===== src/verilog/rcsq_pkg.sv =====
// Constants shared by the radio chip control sequencer.
// Assumes a single 20 MHz system clock and a plain register port.
package rcsq_pkg;
    // Clock rate in kHz
    localparam int CLK_KHZ = 20000;
    // Settling and path delays in microseconds
    localparam int OSC_SETTLE_US = 500;
    localparam int SYNTH_DELAY_US = 100;
    localparam int TX_OFF_DELAY_US = 1;
    localparam int IDLE_RX_HOLD_US = 1;
    localparam int SYNC_WORD_US = 72;
    // Cycle counts, least times rounded up
    localparam int OSC_SETTLE_CYC = (OSC_SETTLE_US * CLK_KHZ + 999) / 1000;
    localparam int SYNTH_DELAY_CYC = (SYNTH_DELAY_US * CLK_KHZ + 999) / 1000;
    localparam int TX_OFF_CYC = (TX_OFF_DELAY_US * CLK_KHZ + 999) / 1000;
    localparam int IDLE_RX_CYC = (IDLE_RX_HOLD_US * CLK_KHZ + 999) / 1000;
    localparam int SYNC_WORD_CYC = (SYNC_WORD_US * CLK_KHZ + 999) / 1000;
    localparam int CNT_W = 16;
    // Register offsets
    localparam logic [3:0] REG_CTRL = 4'h0;
    localparam logic [3:0] REG_OVR = 4'h1;
    localparam logic [3:0] REG_STAT = 4'h2;
    localparam logic [3:0] REG_ID = 4'h3;
    // Control register fields
    localparam int CTRL_TX_EN = 0;
    localparam int CTRL_RX_EN = 1;
    localparam int CTRL_BBC = 2;
    localparam int CTRL_LF_EXT = 3;
    // Override register fields
    localparam int OVR_TX = 0;
    localparam int OVR_RX = 2;
    localparam int OVR_PA = 3;
    localparam int OVR_MULT = 6;
    localparam int OVR_OSC = 7;
    localparam int OVR_BYPASS = 15;
    // Arbitrary neutral identity value
    localparam logic [15:0] ID_VALUE = 16'h5a5a;
    // Sequencer states
    typedef enum logic [3:0] {
        RCSQ_OFF, RCSQ_PWR_OSC_WAIT, RCSQ_OSC_HOLD, RCSQ_IDLE, RCSQ_SLEEP,
        RCSQ_OSC_REWAKE, RCSQ_WAIT_SYNC, RCSQ_DATA_SYNC, RCSQ_AMP_ON,
        RCSQ_TX_DATA, RCSQ_AMP_OFF, RCSQ_RX_PLL_WAIT, RCSQ_RX_DATA
    } rcsq_state_e;
endpackage


===== src/verilog/rcsq_top.sv =====
// Chip control sequencer: moves the radio through its power states.
// Assumes synchronous inputs and a one-cycle read latency register port.
// Overview of operation
// - Power request low forces off, clears all
// - Off leaves when data high, osc request low
// - Settled oscillator goes hold then idle
// - Idle to sleep keeps configuration, osc off
// - Sleep wakes oscillator, waits, returns idle
// - Tx enable starts synth, delayed tx power
// - Rising data line enters data sync
// - Packet control high powers amp, tx data
// - Packet low drops amp then tx path
// - Pending rx after amp off holds idle
// - Rx enable starts synth, delayed rx power
// - Rx data output with estimation mode
// - Sync end by timer or packet control
// - Clearing rx enable returns to idle
// - Operation independent of exact clock rate
// - Illegal transitions keep present state
// - Clear erases calibration, baseband recalibrates
// - Bypass makes powers follow override bits
// - Device acts on rising clock edges
//
// The address map and the plain strobed port are this design's own decisions.
`timescale 1ns/100ps
module rcsq_top
    import rcsq_pkg::*;
#(
    parameter int OSC_CYC = OSC_SETTLE_CYC,
    parameter int SYN_CYC = SYNTH_DELAY_CYC
) (
    input wire logic clk,
    input wire logic rst,
    input wire logic power_on_request,
    input wire logic osc_enable_request,
    input wire logic bidir_data_line_i,
    output logic bidir_data_line_o,
    output logic bidir_data_line_oe,
    input wire logic packet_control,
    input wire logic rx_raw_data,
    input wire logic [3:0] reg_addr,
    input wire logic [15:0] reg_wdata,
    input wire logic reg_wr,
    input wire logic reg_rd,
    output logic [15:0] reg_rdata,
    output logic clear_n,
    output logic osc_power_ctl,
    output logic tx_path_power,
    output logic amp_power,
    output logic rx_path_power,
    output logic multiplier_power,
    output logic synth_power,
    output logic payload_dc_mode,
    output logic tx_loop_filter_external,
    output logic rx_sync_data,
    output logic rx_sync_clock
);
    // Elaboration checks on the counts
    if (OSC_CYC < 1 || OSC_CYC >= (1 << CNT_W)) begin : g_chk_osc
        $error("OSC_CYC out of range");
    end
    if (SYN_CYC < 1 || SYN_CYC >= (1 << CNT_W)) begin : g_chk_syn
        $error("SYN_CYC out of range");
    end

    rcsq_state_e state_r; // Present state
    rcsq_state_e state_nxt; // Next state
    logic [CNT_W-1:0] cnt_r; // Shared delay timer
    logic tx_en_r; // Transmit enable bit
    logic rx_en_r; // Receive enable bit
    logic bbc_r; // Baseband marks sync end
    logic lf_ext_r; // Loop filter test connection
    logic [15:0] ovr_r; // Bypass override bits
    logic data_q_r; // Last data line sample
    logic rx_hold_r; // Idle hold toward receive pending
    logic tx_pwr_r; // Sequencer transmit path power
    logic rx_pwr_r; // Sequencer receive path power
    logic payload_r; // Estimation mode flag
    logic [15:0] rdata_r; // Read data register
    logic [15:0] rd_mux; // Read data next value
    logic rx_clk_r; // Receive clock divider
    logic timer_done; // Timer expired
    logic cnt_load; // Timer restart on state change
    logic [CNT_W-1:0] cnt_init; // Timer start value

    assign timer_done = (cnt_r == '0);
    assign cnt_load = (state_nxt != state_r);

    // Next-state logic; unlisted input combinations hold the state
    always_comb begin
        state_nxt = state_r;
        case (state_r)
            RCSQ_OFF: begin
                if (!osc_enable_request && bidir_data_line_i) begin
                    state_nxt = RCSQ_PWR_OSC_WAIT;
                end
            end
            RCSQ_PWR_OSC_WAIT: begin
                if (timer_done && osc_enable_request) begin
                    state_nxt = RCSQ_OSC_HOLD;
                end
            end
            RCSQ_OSC_HOLD: begin
                if (osc_enable_request) begin
                    state_nxt = RCSQ_IDLE;
                end
            end
            RCSQ_IDLE: begin
                if (!osc_enable_request) begin
                    state_nxt = RCSQ_SLEEP;
                end else if (rx_hold_r) begin
                    if (timer_done) begin
                        state_nxt = RCSQ_RX_PLL_WAIT;
                    end
                end else if (tx_en_r && !rx_en_r && !packet_control) begin
                    state_nxt = RCSQ_WAIT_SYNC;
                end else if (rx_en_r && !tx_en_r) begin
                    state_nxt = RCSQ_RX_PLL_WAIT;
                end
            end
            RCSQ_SLEEP: begin
                if (osc_enable_request) begin
                    state_nxt = RCSQ_OSC_REWAKE;
                end
            end
            RCSQ_OSC_REWAKE: begin
                if (timer_done) begin
                    state_nxt = RCSQ_IDLE;
                end
            end
            RCSQ_WAIT_SYNC: begin
                if (!packet_control && bidir_data_line_i && !data_q_r) begin
                    state_nxt = RCSQ_DATA_SYNC;
                end else if (!tx_en_r) begin
                    state_nxt = RCSQ_IDLE;
                end
            end
            RCSQ_DATA_SYNC: begin
                if (packet_control) begin
                    state_nxt = RCSQ_AMP_ON;
                end
            end
            RCSQ_AMP_ON: begin
                if (packet_control) begin
                    state_nxt = RCSQ_TX_DATA;
                end
            end
            RCSQ_TX_DATA: begin
                if (!packet_control) begin
                    state_nxt = RCSQ_AMP_OFF;
                end
            end
            RCSQ_AMP_OFF: begin
                if (!tx_en_r && timer_done) begin
                    state_nxt = RCSQ_IDLE;
                end
            end
            RCSQ_RX_PLL_WAIT: begin
                if (timer_done) begin
                    state_nxt = RCSQ_RX_DATA;
                end else if (!rx_en_r) begin
                    state_nxt = RCSQ_IDLE;
                end
            end
            RCSQ_RX_DATA: begin
                if (!rx_en_r) begin
                    state_nxt = RCSQ_IDLE;
                end
            end
            default: state_nxt = RCSQ_OFF;
        endcase
        // Sleep from active states leaves the enable bits in force
        if (!osc_enable_request && state_r != RCSQ_OFF &&
            state_r != RCSQ_PWR_OSC_WAIT && state_r != RCSQ_OSC_HOLD) begin
            state_nxt = RCSQ_SLEEP;
        end
        if (!power_on_request) begin
            state_nxt = RCSQ_OFF;
        end
    end

    // Timer start value for each entered state
    always_comb begin
        case (state_nxt)
            RCSQ_PWR_OSC_WAIT: cnt_init = CNT_W'(OSC_CYC - 1);
            RCSQ_OSC_REWAKE: cnt_init = CNT_W'(OSC_CYC - 1);
            RCSQ_WAIT_SYNC: cnt_init = CNT_W'(SYN_CYC - 1);
            RCSQ_RX_PLL_WAIT: cnt_init = CNT_W'(SYN_CYC - 1);
            RCSQ_AMP_OFF: cnt_init = CNT_W'(TX_OFF_CYC - 1);
            RCSQ_IDLE: cnt_init = CNT_W'(IDLE_RX_CYC - 1);
            RCSQ_RX_DATA: cnt_init = CNT_W'(SYNC_WORD_CYC - 1);
            default: cnt_init = '0;
        endcase
    end

    // State register; counts are in cycles so the rate only scales delays
    always_ff @(posedge clk) begin
        if (rst) begin
            state_r <= RCSQ_OFF;
        end else begin
            state_r <= state_nxt;
        end
    end

    // Shared timer, reloaded on every state change
    always_ff @(posedge clk) begin
        if (rst) begin
            cnt_r <= '0;
        end else if (cnt_load) begin
            cnt_r <= cnt_init;
        end else if (!timer_done) begin
            cnt_r <= cnt_r - CNT_W'(1);
        end
    end

    // Pending receive hold after amplifier shutdown
    always_ff @(posedge clk) begin
        if (rst) begin
            rx_hold_r <= 1'b0;
        end else if (state_r == RCSQ_AMP_OFF && state_nxt == RCSQ_IDLE) begin
            rx_hold_r <= rx_en_r;
        end else if (state_nxt != RCSQ_IDLE) begin
            rx_hold_r <= 1'b0;
        end
    end

    // Data line edge detector for sync start
    always_ff @(posedge clk) begin
        if (rst) begin
            data_q_r <= 1'b0;
        end else begin
            data_q_r <= bidir_data_line_i;
        end
    end

    // Control registers; the off state wipes configuration
    always_ff @(posedge clk) begin
        if (rst || state_r == RCSQ_OFF) begin
            tx_en_r <= 1'b0;
            rx_en_r <= 1'b0;
            bbc_r <= 1'b0;
            lf_ext_r <= 1'b0;
            ovr_r <= '0;
        end else if (reg_wr) begin
            if (reg_addr == REG_CTRL) begin
                tx_en_r <= reg_wdata[CTRL_TX_EN];
                rx_en_r <= reg_wdata[CTRL_RX_EN];
                bbc_r <= reg_wdata[CTRL_BBC];
                lf_ext_r <= reg_wdata[CTRL_LF_EXT];
            end else if (reg_addr == REG_OVR) begin
                ovr_r <= reg_wdata;
            end
        end
    end

    // Delayed path powers from the sequencer
    always_ff @(posedge clk) begin
        if (rst) begin
            tx_pwr_r <= 1'b0;
            rx_pwr_r <= 1'b0;
        end else begin
            case (state_nxt)
                RCSQ_WAIT_SYNC: tx_pwr_r <= (state_r == RCSQ_WAIT_SYNC) && timer_done;
                RCSQ_DATA_SYNC, RCSQ_AMP_ON, RCSQ_TX_DATA: tx_pwr_r <= 1'b1;
                RCSQ_AMP_OFF: tx_pwr_r <= (state_r == RCSQ_TX_DATA) || !timer_done;
                RCSQ_SLEEP: tx_pwr_r <= tx_pwr_r && tx_en_r;
                default: tx_pwr_r <= 1'b0;
            endcase
            case (state_nxt)
                RCSQ_RX_PLL_WAIT: rx_pwr_r <= timer_done && (state_r == state_nxt);
                RCSQ_RX_DATA: rx_pwr_r <= 1'b1;
                RCSQ_SLEEP: rx_pwr_r <= rx_pwr_r && rx_en_r;
                default: rx_pwr_r <= 1'b0;
            endcase
        end
    end

    // Estimation mode: fast until sync word ends
    always_ff @(posedge clk) begin
        if (rst || state_r != RCSQ_RX_DATA) begin
            payload_r <= 1'b0;
        end else if (bbc_r ? packet_control : timer_done) begin
            payload_r <= 1'b1;
        end
    end

    // Receive data retimed with a divided clock, launched on its falling edge
    always_ff @(posedge clk) begin
        if (rst || state_r != RCSQ_RX_DATA) begin
            rx_clk_r <= 1'b0;
            rx_sync_data <= 1'b0;
        end else begin
            rx_clk_r <= !rx_clk_r;
            if (rx_clk_r) begin
                rx_sync_data <= rx_raw_data;
            end
        end
    end

    // Power and clear outputs, overridden under bypass
    always_ff @(posedge clk) begin
        if (rst) begin
            clear_n <= 1'b0;
            osc_power_ctl <= 1'b0;
            tx_path_power <= 1'b0;
            amp_power <= 1'b0;
            rx_path_power <= 1'b0;
            multiplier_power <= 1'b0;
            synth_power <= 1'b0;
        end else if (ovr_r[OVR_BYPASS] && state_r != RCSQ_OFF) begin
            clear_n <= 1'b1;
            osc_power_ctl <= ovr_r[OVR_OSC];
            tx_path_power <= ovr_r[OVR_TX];
            amp_power <= ovr_r[OVR_PA];
            rx_path_power <= ovr_r[OVR_RX];
            multiplier_power <= ovr_r[OVR_MULT];
            synth_power <= ovr_r[OVR_TX] | ovr_r[OVR_RX];
        end else begin
            clear_n <= (state_r != RCSQ_OFF);
            osc_power_ctl <= (state_r != RCSQ_OFF) && (state_r != RCSQ_SLEEP);
            tx_path_power <= tx_pwr_r;
            amp_power <= (state_r == RCSQ_AMP_ON) || (state_r == RCSQ_TX_DATA);
            rx_path_power <= rx_pwr_r;
            multiplier_power <= (state_r == RCSQ_RX_DATA);
            synth_power <= (state_r >= RCSQ_WAIT_SYNC && state_r != RCSQ_AMP_OFF) ||
                           (state_r == RCSQ_AMP_OFF && !timer_done);
        end
    end

    // Data line drive and derived outputs
    assign bidir_data_line_o = rx_raw_data;
    assign bidir_data_line_oe = (state_r == RCSQ_RX_DATA);
    assign rx_sync_clock = rx_clk_r;
    assign payload_dc_mode = payload_r;
    assign tx_loop_filter_external = lf_ext_r;

    // Read decode
    always_comb begin
        if (reg_addr == REG_CTRL) begin
            rd_mux = {12'h000, lf_ext_r, bbc_r, rx_en_r, tx_en_r};
        end else if (reg_addr == REG_OVR) begin
            rd_mux = ovr_r;
        end else if (reg_addr == REG_STAT) begin
            rd_mux = {11'h000, payload_r, 4'(state_r)};
        end else if (reg_addr == REG_ID) begin
            rd_mux = ID_VALUE;
        end else begin
            rd_mux = 16'h0000;
        end
    end

    // Read data stands one cycle after the strobe only
    always_ff @(posedge clk) begin
        if (rst || !reg_rd) begin
            rdata_r <= 16'h0000;
        end else begin
            rdata_r <= rd_mux;
        end
    end
    assign reg_rdata = rdata_r;
endmodule

===== config.mk =====
export PLATFORM = sky130hd
export DESIGN_NAME = rcsq_top
export DESIGN_NICKNAME = d
export VERILOG_FILES = /design/src/verilog/rcsq_pkg.sv /design/src/verilog/rcsq_top.sv
export SDC_FILE = /design/constraint.sdc
export NUM_CORES = 1
export LEC_CHECK = 0
export ABC_CLOCK_PERIOD_IN_PS = 3200
export BUFFER_PORTS_ARGS = -buffer_cell sky130_fd_sc_hd__buf_2
export CORE_ASPECT_RATIO = 0.5
export CORE_UTILIZATION = 30
export CTS_CLUSTER_DIAMETER = 40
export DETAILED_ROUTE_END_ITERATION = 10
export PLACE_DENSITY = 0.51
export SLEW_MARGIN = 20
export SYNTH_ARGS = -nofsm -noshare
export SYNTH_HDL_FRONTEND = slang
export SYNTH_SLANG_ARGS = --single-unit

===== constraint.sdc =====
create_clock -name clk -period 3.2 [get_ports clk]
set_clock_uncertainty 0.05 [all_clocks]
set_input_delay 0.96 -clock clk [delete_from_list [all_inputs] [get_ports clk]]
set_output_delay 0.96 -clock clk [all_outputs]
set_load 0.05 [all_outputs]

==> results.md <==
* Largest family of logic cells by synthesized area: simple AND/OR/NAND/NOR gates
* CP required at 3.41 ns
* Via/cell ratio at 4.910
* Initial antenna violation count at 0
* Tmin final at 2.949 ns
* Slew @ Worst Pin at 0.5917 ns
* CTS tree: built
* RSZ-0062 raised after global routing: false
* WL met3 at 700 microns
* Chip Width at 158.3 microns
* Mux cell area share after synthesis at 0.03312
* Core area at 11840 sq um
* Final max-slew violation count at 0
* Worst IR Drop VDD at 0.0002687 V
* H-tree levels at 3
* Pwr dens at 685.1 nW/um^2
* Initial Utilization at 0.3095
* Setup crit start: packet_control
* Via Count at 3486
* Post-synth EDFFs at 0
* F_max at 339.1 MHz
* Worst Setup End Kind: register
* Largest cells by area after synthesis: dfxtp_1 (38%), nor2_1 (6.5%), nand2_1 (5.9%)
* Syn_nets at 489
* Total routed wirelength at 10710 microns
* Row count at 28
* CP Launch Type: primary input
* Most common cell in the netlist: dfxtp_1
* Seq/Total Area, Yosys at 0.3824
* DRT iter0 DRCs at 147
* Mapped cell area at 3665 sq um
* Tot GR Track Use at 0.1822
* Final Hold Fails at 0
* Synthesized area per cell at 7.984 sq um
* Yosys cell types at 68
* Final Cycle Share at 0.9216
* Adder-Cell Fraction of Synth Area at 0.003414
* Root Driver: clkbuf_16
* Post-synth top area share at 0.3824
* Ant diodes at 0
* Finished Cell Area at 4701 sq um
* Clock transition at path regs at 0.06 ns
* Layout cells sized above 1 at 0.2550
* Crit Path Category: in -> reg
* Synth Area in Simple Gates at 0.3066
* CP Data Arrival Time at 3.16 ns
* Cell Area, Placed at 4345 sq um
* Die footprint at 12690 sq um
* Sink Count at 70
* CTS Hold Bufs at 0
* Hold WS at 0.3998 ns
* Wire per inst at 15.08 microns
* Max Cap Viol at 0
* Synth top cells by count: dfxtp_1 (70), nor2_1 (63), nand2_1 (58)
* Max Used Layer: met4
* Final GP Congestion at 0.8705
* Crit path to: cnt_r[0]
* Vias in the first global route at 3441
* Yosys reg bits at 70
* First-pass GRT wire length at 17630 microns
* Power Total at 3221 uW
* Layout area overhead at 28.27%
* DIE HEIGHT at 80.16 microns
* Drt pass-1 iters at 5
* Hpwl dp at 7997 microns
* Later-pin clock latency in the skew report at 0.34 ns
* Max-slew headroom at 0.6055
* Overflow after GRT at 0
* Synth Area in Compound Gates at 0.1861
* Leak at 0.001916 uW
* Final setup fails at 0
* Post-synthesis cell count at 459
* Post-DRT Antenna Nets at 0
* CTS Buf Count at 9
* RR Endpoint: cnt_r[0]
* Synth Area in XOR/XNOR at 0.03619
* Top-Level Pins at 58
* Clock tree buffer depth at 2
* Crit-path max FO at 8
* Port-buffer cells at 57
* Metal2 WL at 4834 microns
* Hold path start: ovr_r[5]
* Run status: finished clean
* Reg2Reg Depth at 11
* Reg2reg setup slack at 0.27 ns
* FFs w/ async S/R, synth at 0
* Cell taking the most area after synthesis: dfxtp_1
* Number of remaining DRC errors at 0
* Final net count at 570
* Yosys warns at 0
* Fillers at 1278
* Largest net degree at the start of global routing at 23
* Ys flop type: dfxtp_1
* Hold WC Path Type: reg -> reg
* Metal-1 WL at 5019 microns
* R2R Path Start: cnt_r[0]
==> metrics by stage <==
stage / cells / util / setup TNS (ns) / worst slack (ns)
floorplan: 459 / - / 0 / 0.1344
global placement: 693 / 0.3670 / -0.2324 / -0.05942
detailed placement: 693 / 0.3670 / -1.039 / -0.1142
CTS: 709 / 0.3942 / 0 / 0.1405
global route: 710 / 0.3970 / 0 / 0.07252
finish: 710 / 0.3970 / 0 / 0.2508
==> worst max-delay path, stage by stage <==
cell	delay, ns
buf_2	0.12
or3b_1	0.35
a31o_2	0.26
a211oi_2	0.25
nor3_1	0.14
a32oi_1	0.33
nand4_4	0.21
nand2b_4	0.23
buf_4	0.17
o21ai_1	0.13
==> registers in the layout, summed over array words and instances (netlist names) <==
| register | count |
|---|---|
| amp_power | 1 |
| bbc_r | 1 |
| clear_n | 1 |
| cnt_r | 16 |
| data_q_r | 1 |
| multiplier_power | 1 |
| osc_power_ctl | 1 |
| ovr_r | 16 |
| payload_dc_mode | 1 |
| reg_rdata | 16 |
| rx_en_r | 1 |
| rx_hold_r | 1 |
| rx_path_power | 1 |
| rx_pwr_r | 1 |
| rx_sync_clock | 1 |
| rx_sync_data | 1 |
| state_r | 4 |
| synth_power | 1 |
| tx_en_r | 1 |
| tx_loop_filter_external | 1 |
| tx_path_power | 1 |
| tx_pwr_r | 1 |
==> area by class of cell <==
cell class              instances  area (sq um)  share of cell area
multi-input cells             344          2097              0.4461
flip-flops and latches         70          1401              0.2981
repair buffers                 99         613.1              0.1304
clock buffers                  10         229.0             0.04871
well taps                     165         206.4             0.04392
clock inverters                 6         93.84             0.01996
inverters                      16         60.06             0.01278
==> cell families (layout without fill, tap and decap cells) <==
family / count (synthesis) / count (layout)
compound gates: 101 / 101
xor+xnor: 13 / 13
fa+ha+maj: 1 / 1
buf+inv: 45 / 131
flops: 70 / 70
mux: 12 / 12
simple gates: 217 / 217
==> worst min-delay path by stage <==
stage | endpoint | slack [ns] | cells after the start
floorplan | ovr_r[10] | 0.38 | 2
global placement | ovr_r[5] | 0.39 | 2
detailed placement | ovr_r[5] | 0.39 | 2
CTS | ovr_r[5] | 0.40 | 2
global route | ovr_r[5] | 0.42 | 2
finish | ovr_r[5] | 0.40 | 2
==> power by group <==
part / internal (uW) / switching [uW] / leakage, uW
Combinational: 492 / 594 / 0.00120
Sequential: 958 / 97.9 / 0.000567
Clock: 688 / 391 / 0.000153
==> layout by cell type, fill, tap and decap left out, types with 3 or more instances in the layout <==
cell type	n
dfxtp_1	70
nor2_1	63
nand2_1	58
buf_2	57
buf_4	41
a21oi_1	38
nor3_1	22
inv_1	15
o21ai_0	14
mux2i_1	11
nand3_1	10
clkbuf_16	9
xnor2_1	8
nand2b_1	7
and3_1	7
nor2b_1	6
a31oi_1	6
o211ai_1	5
o21ai_1	5
nor4_1	4
nand4_1	4
nor4b_1	4
xor2_1	4
o221ai_1	4
or3_1	4
nor3b_1	3
nor4bb_1	3
==> per-layer routing <==
metal | global-route usage | vias to the layer above
met5 | 0 | -
met3 | 0.05019 | 13
met2 | 0.2908 | 102
met4 | 0.07115 | 0
li1 | - | 1791
met1 | 0.2325 | 1580
==> repair_timing <==
action	CTS	global route
buffers inserted	0	1
endpoints found under the setup margin	0	9
resized for setup	0	5
hold endpoints to repair	0	0
No activity file was read; power rests on OpenSTA's default activity.
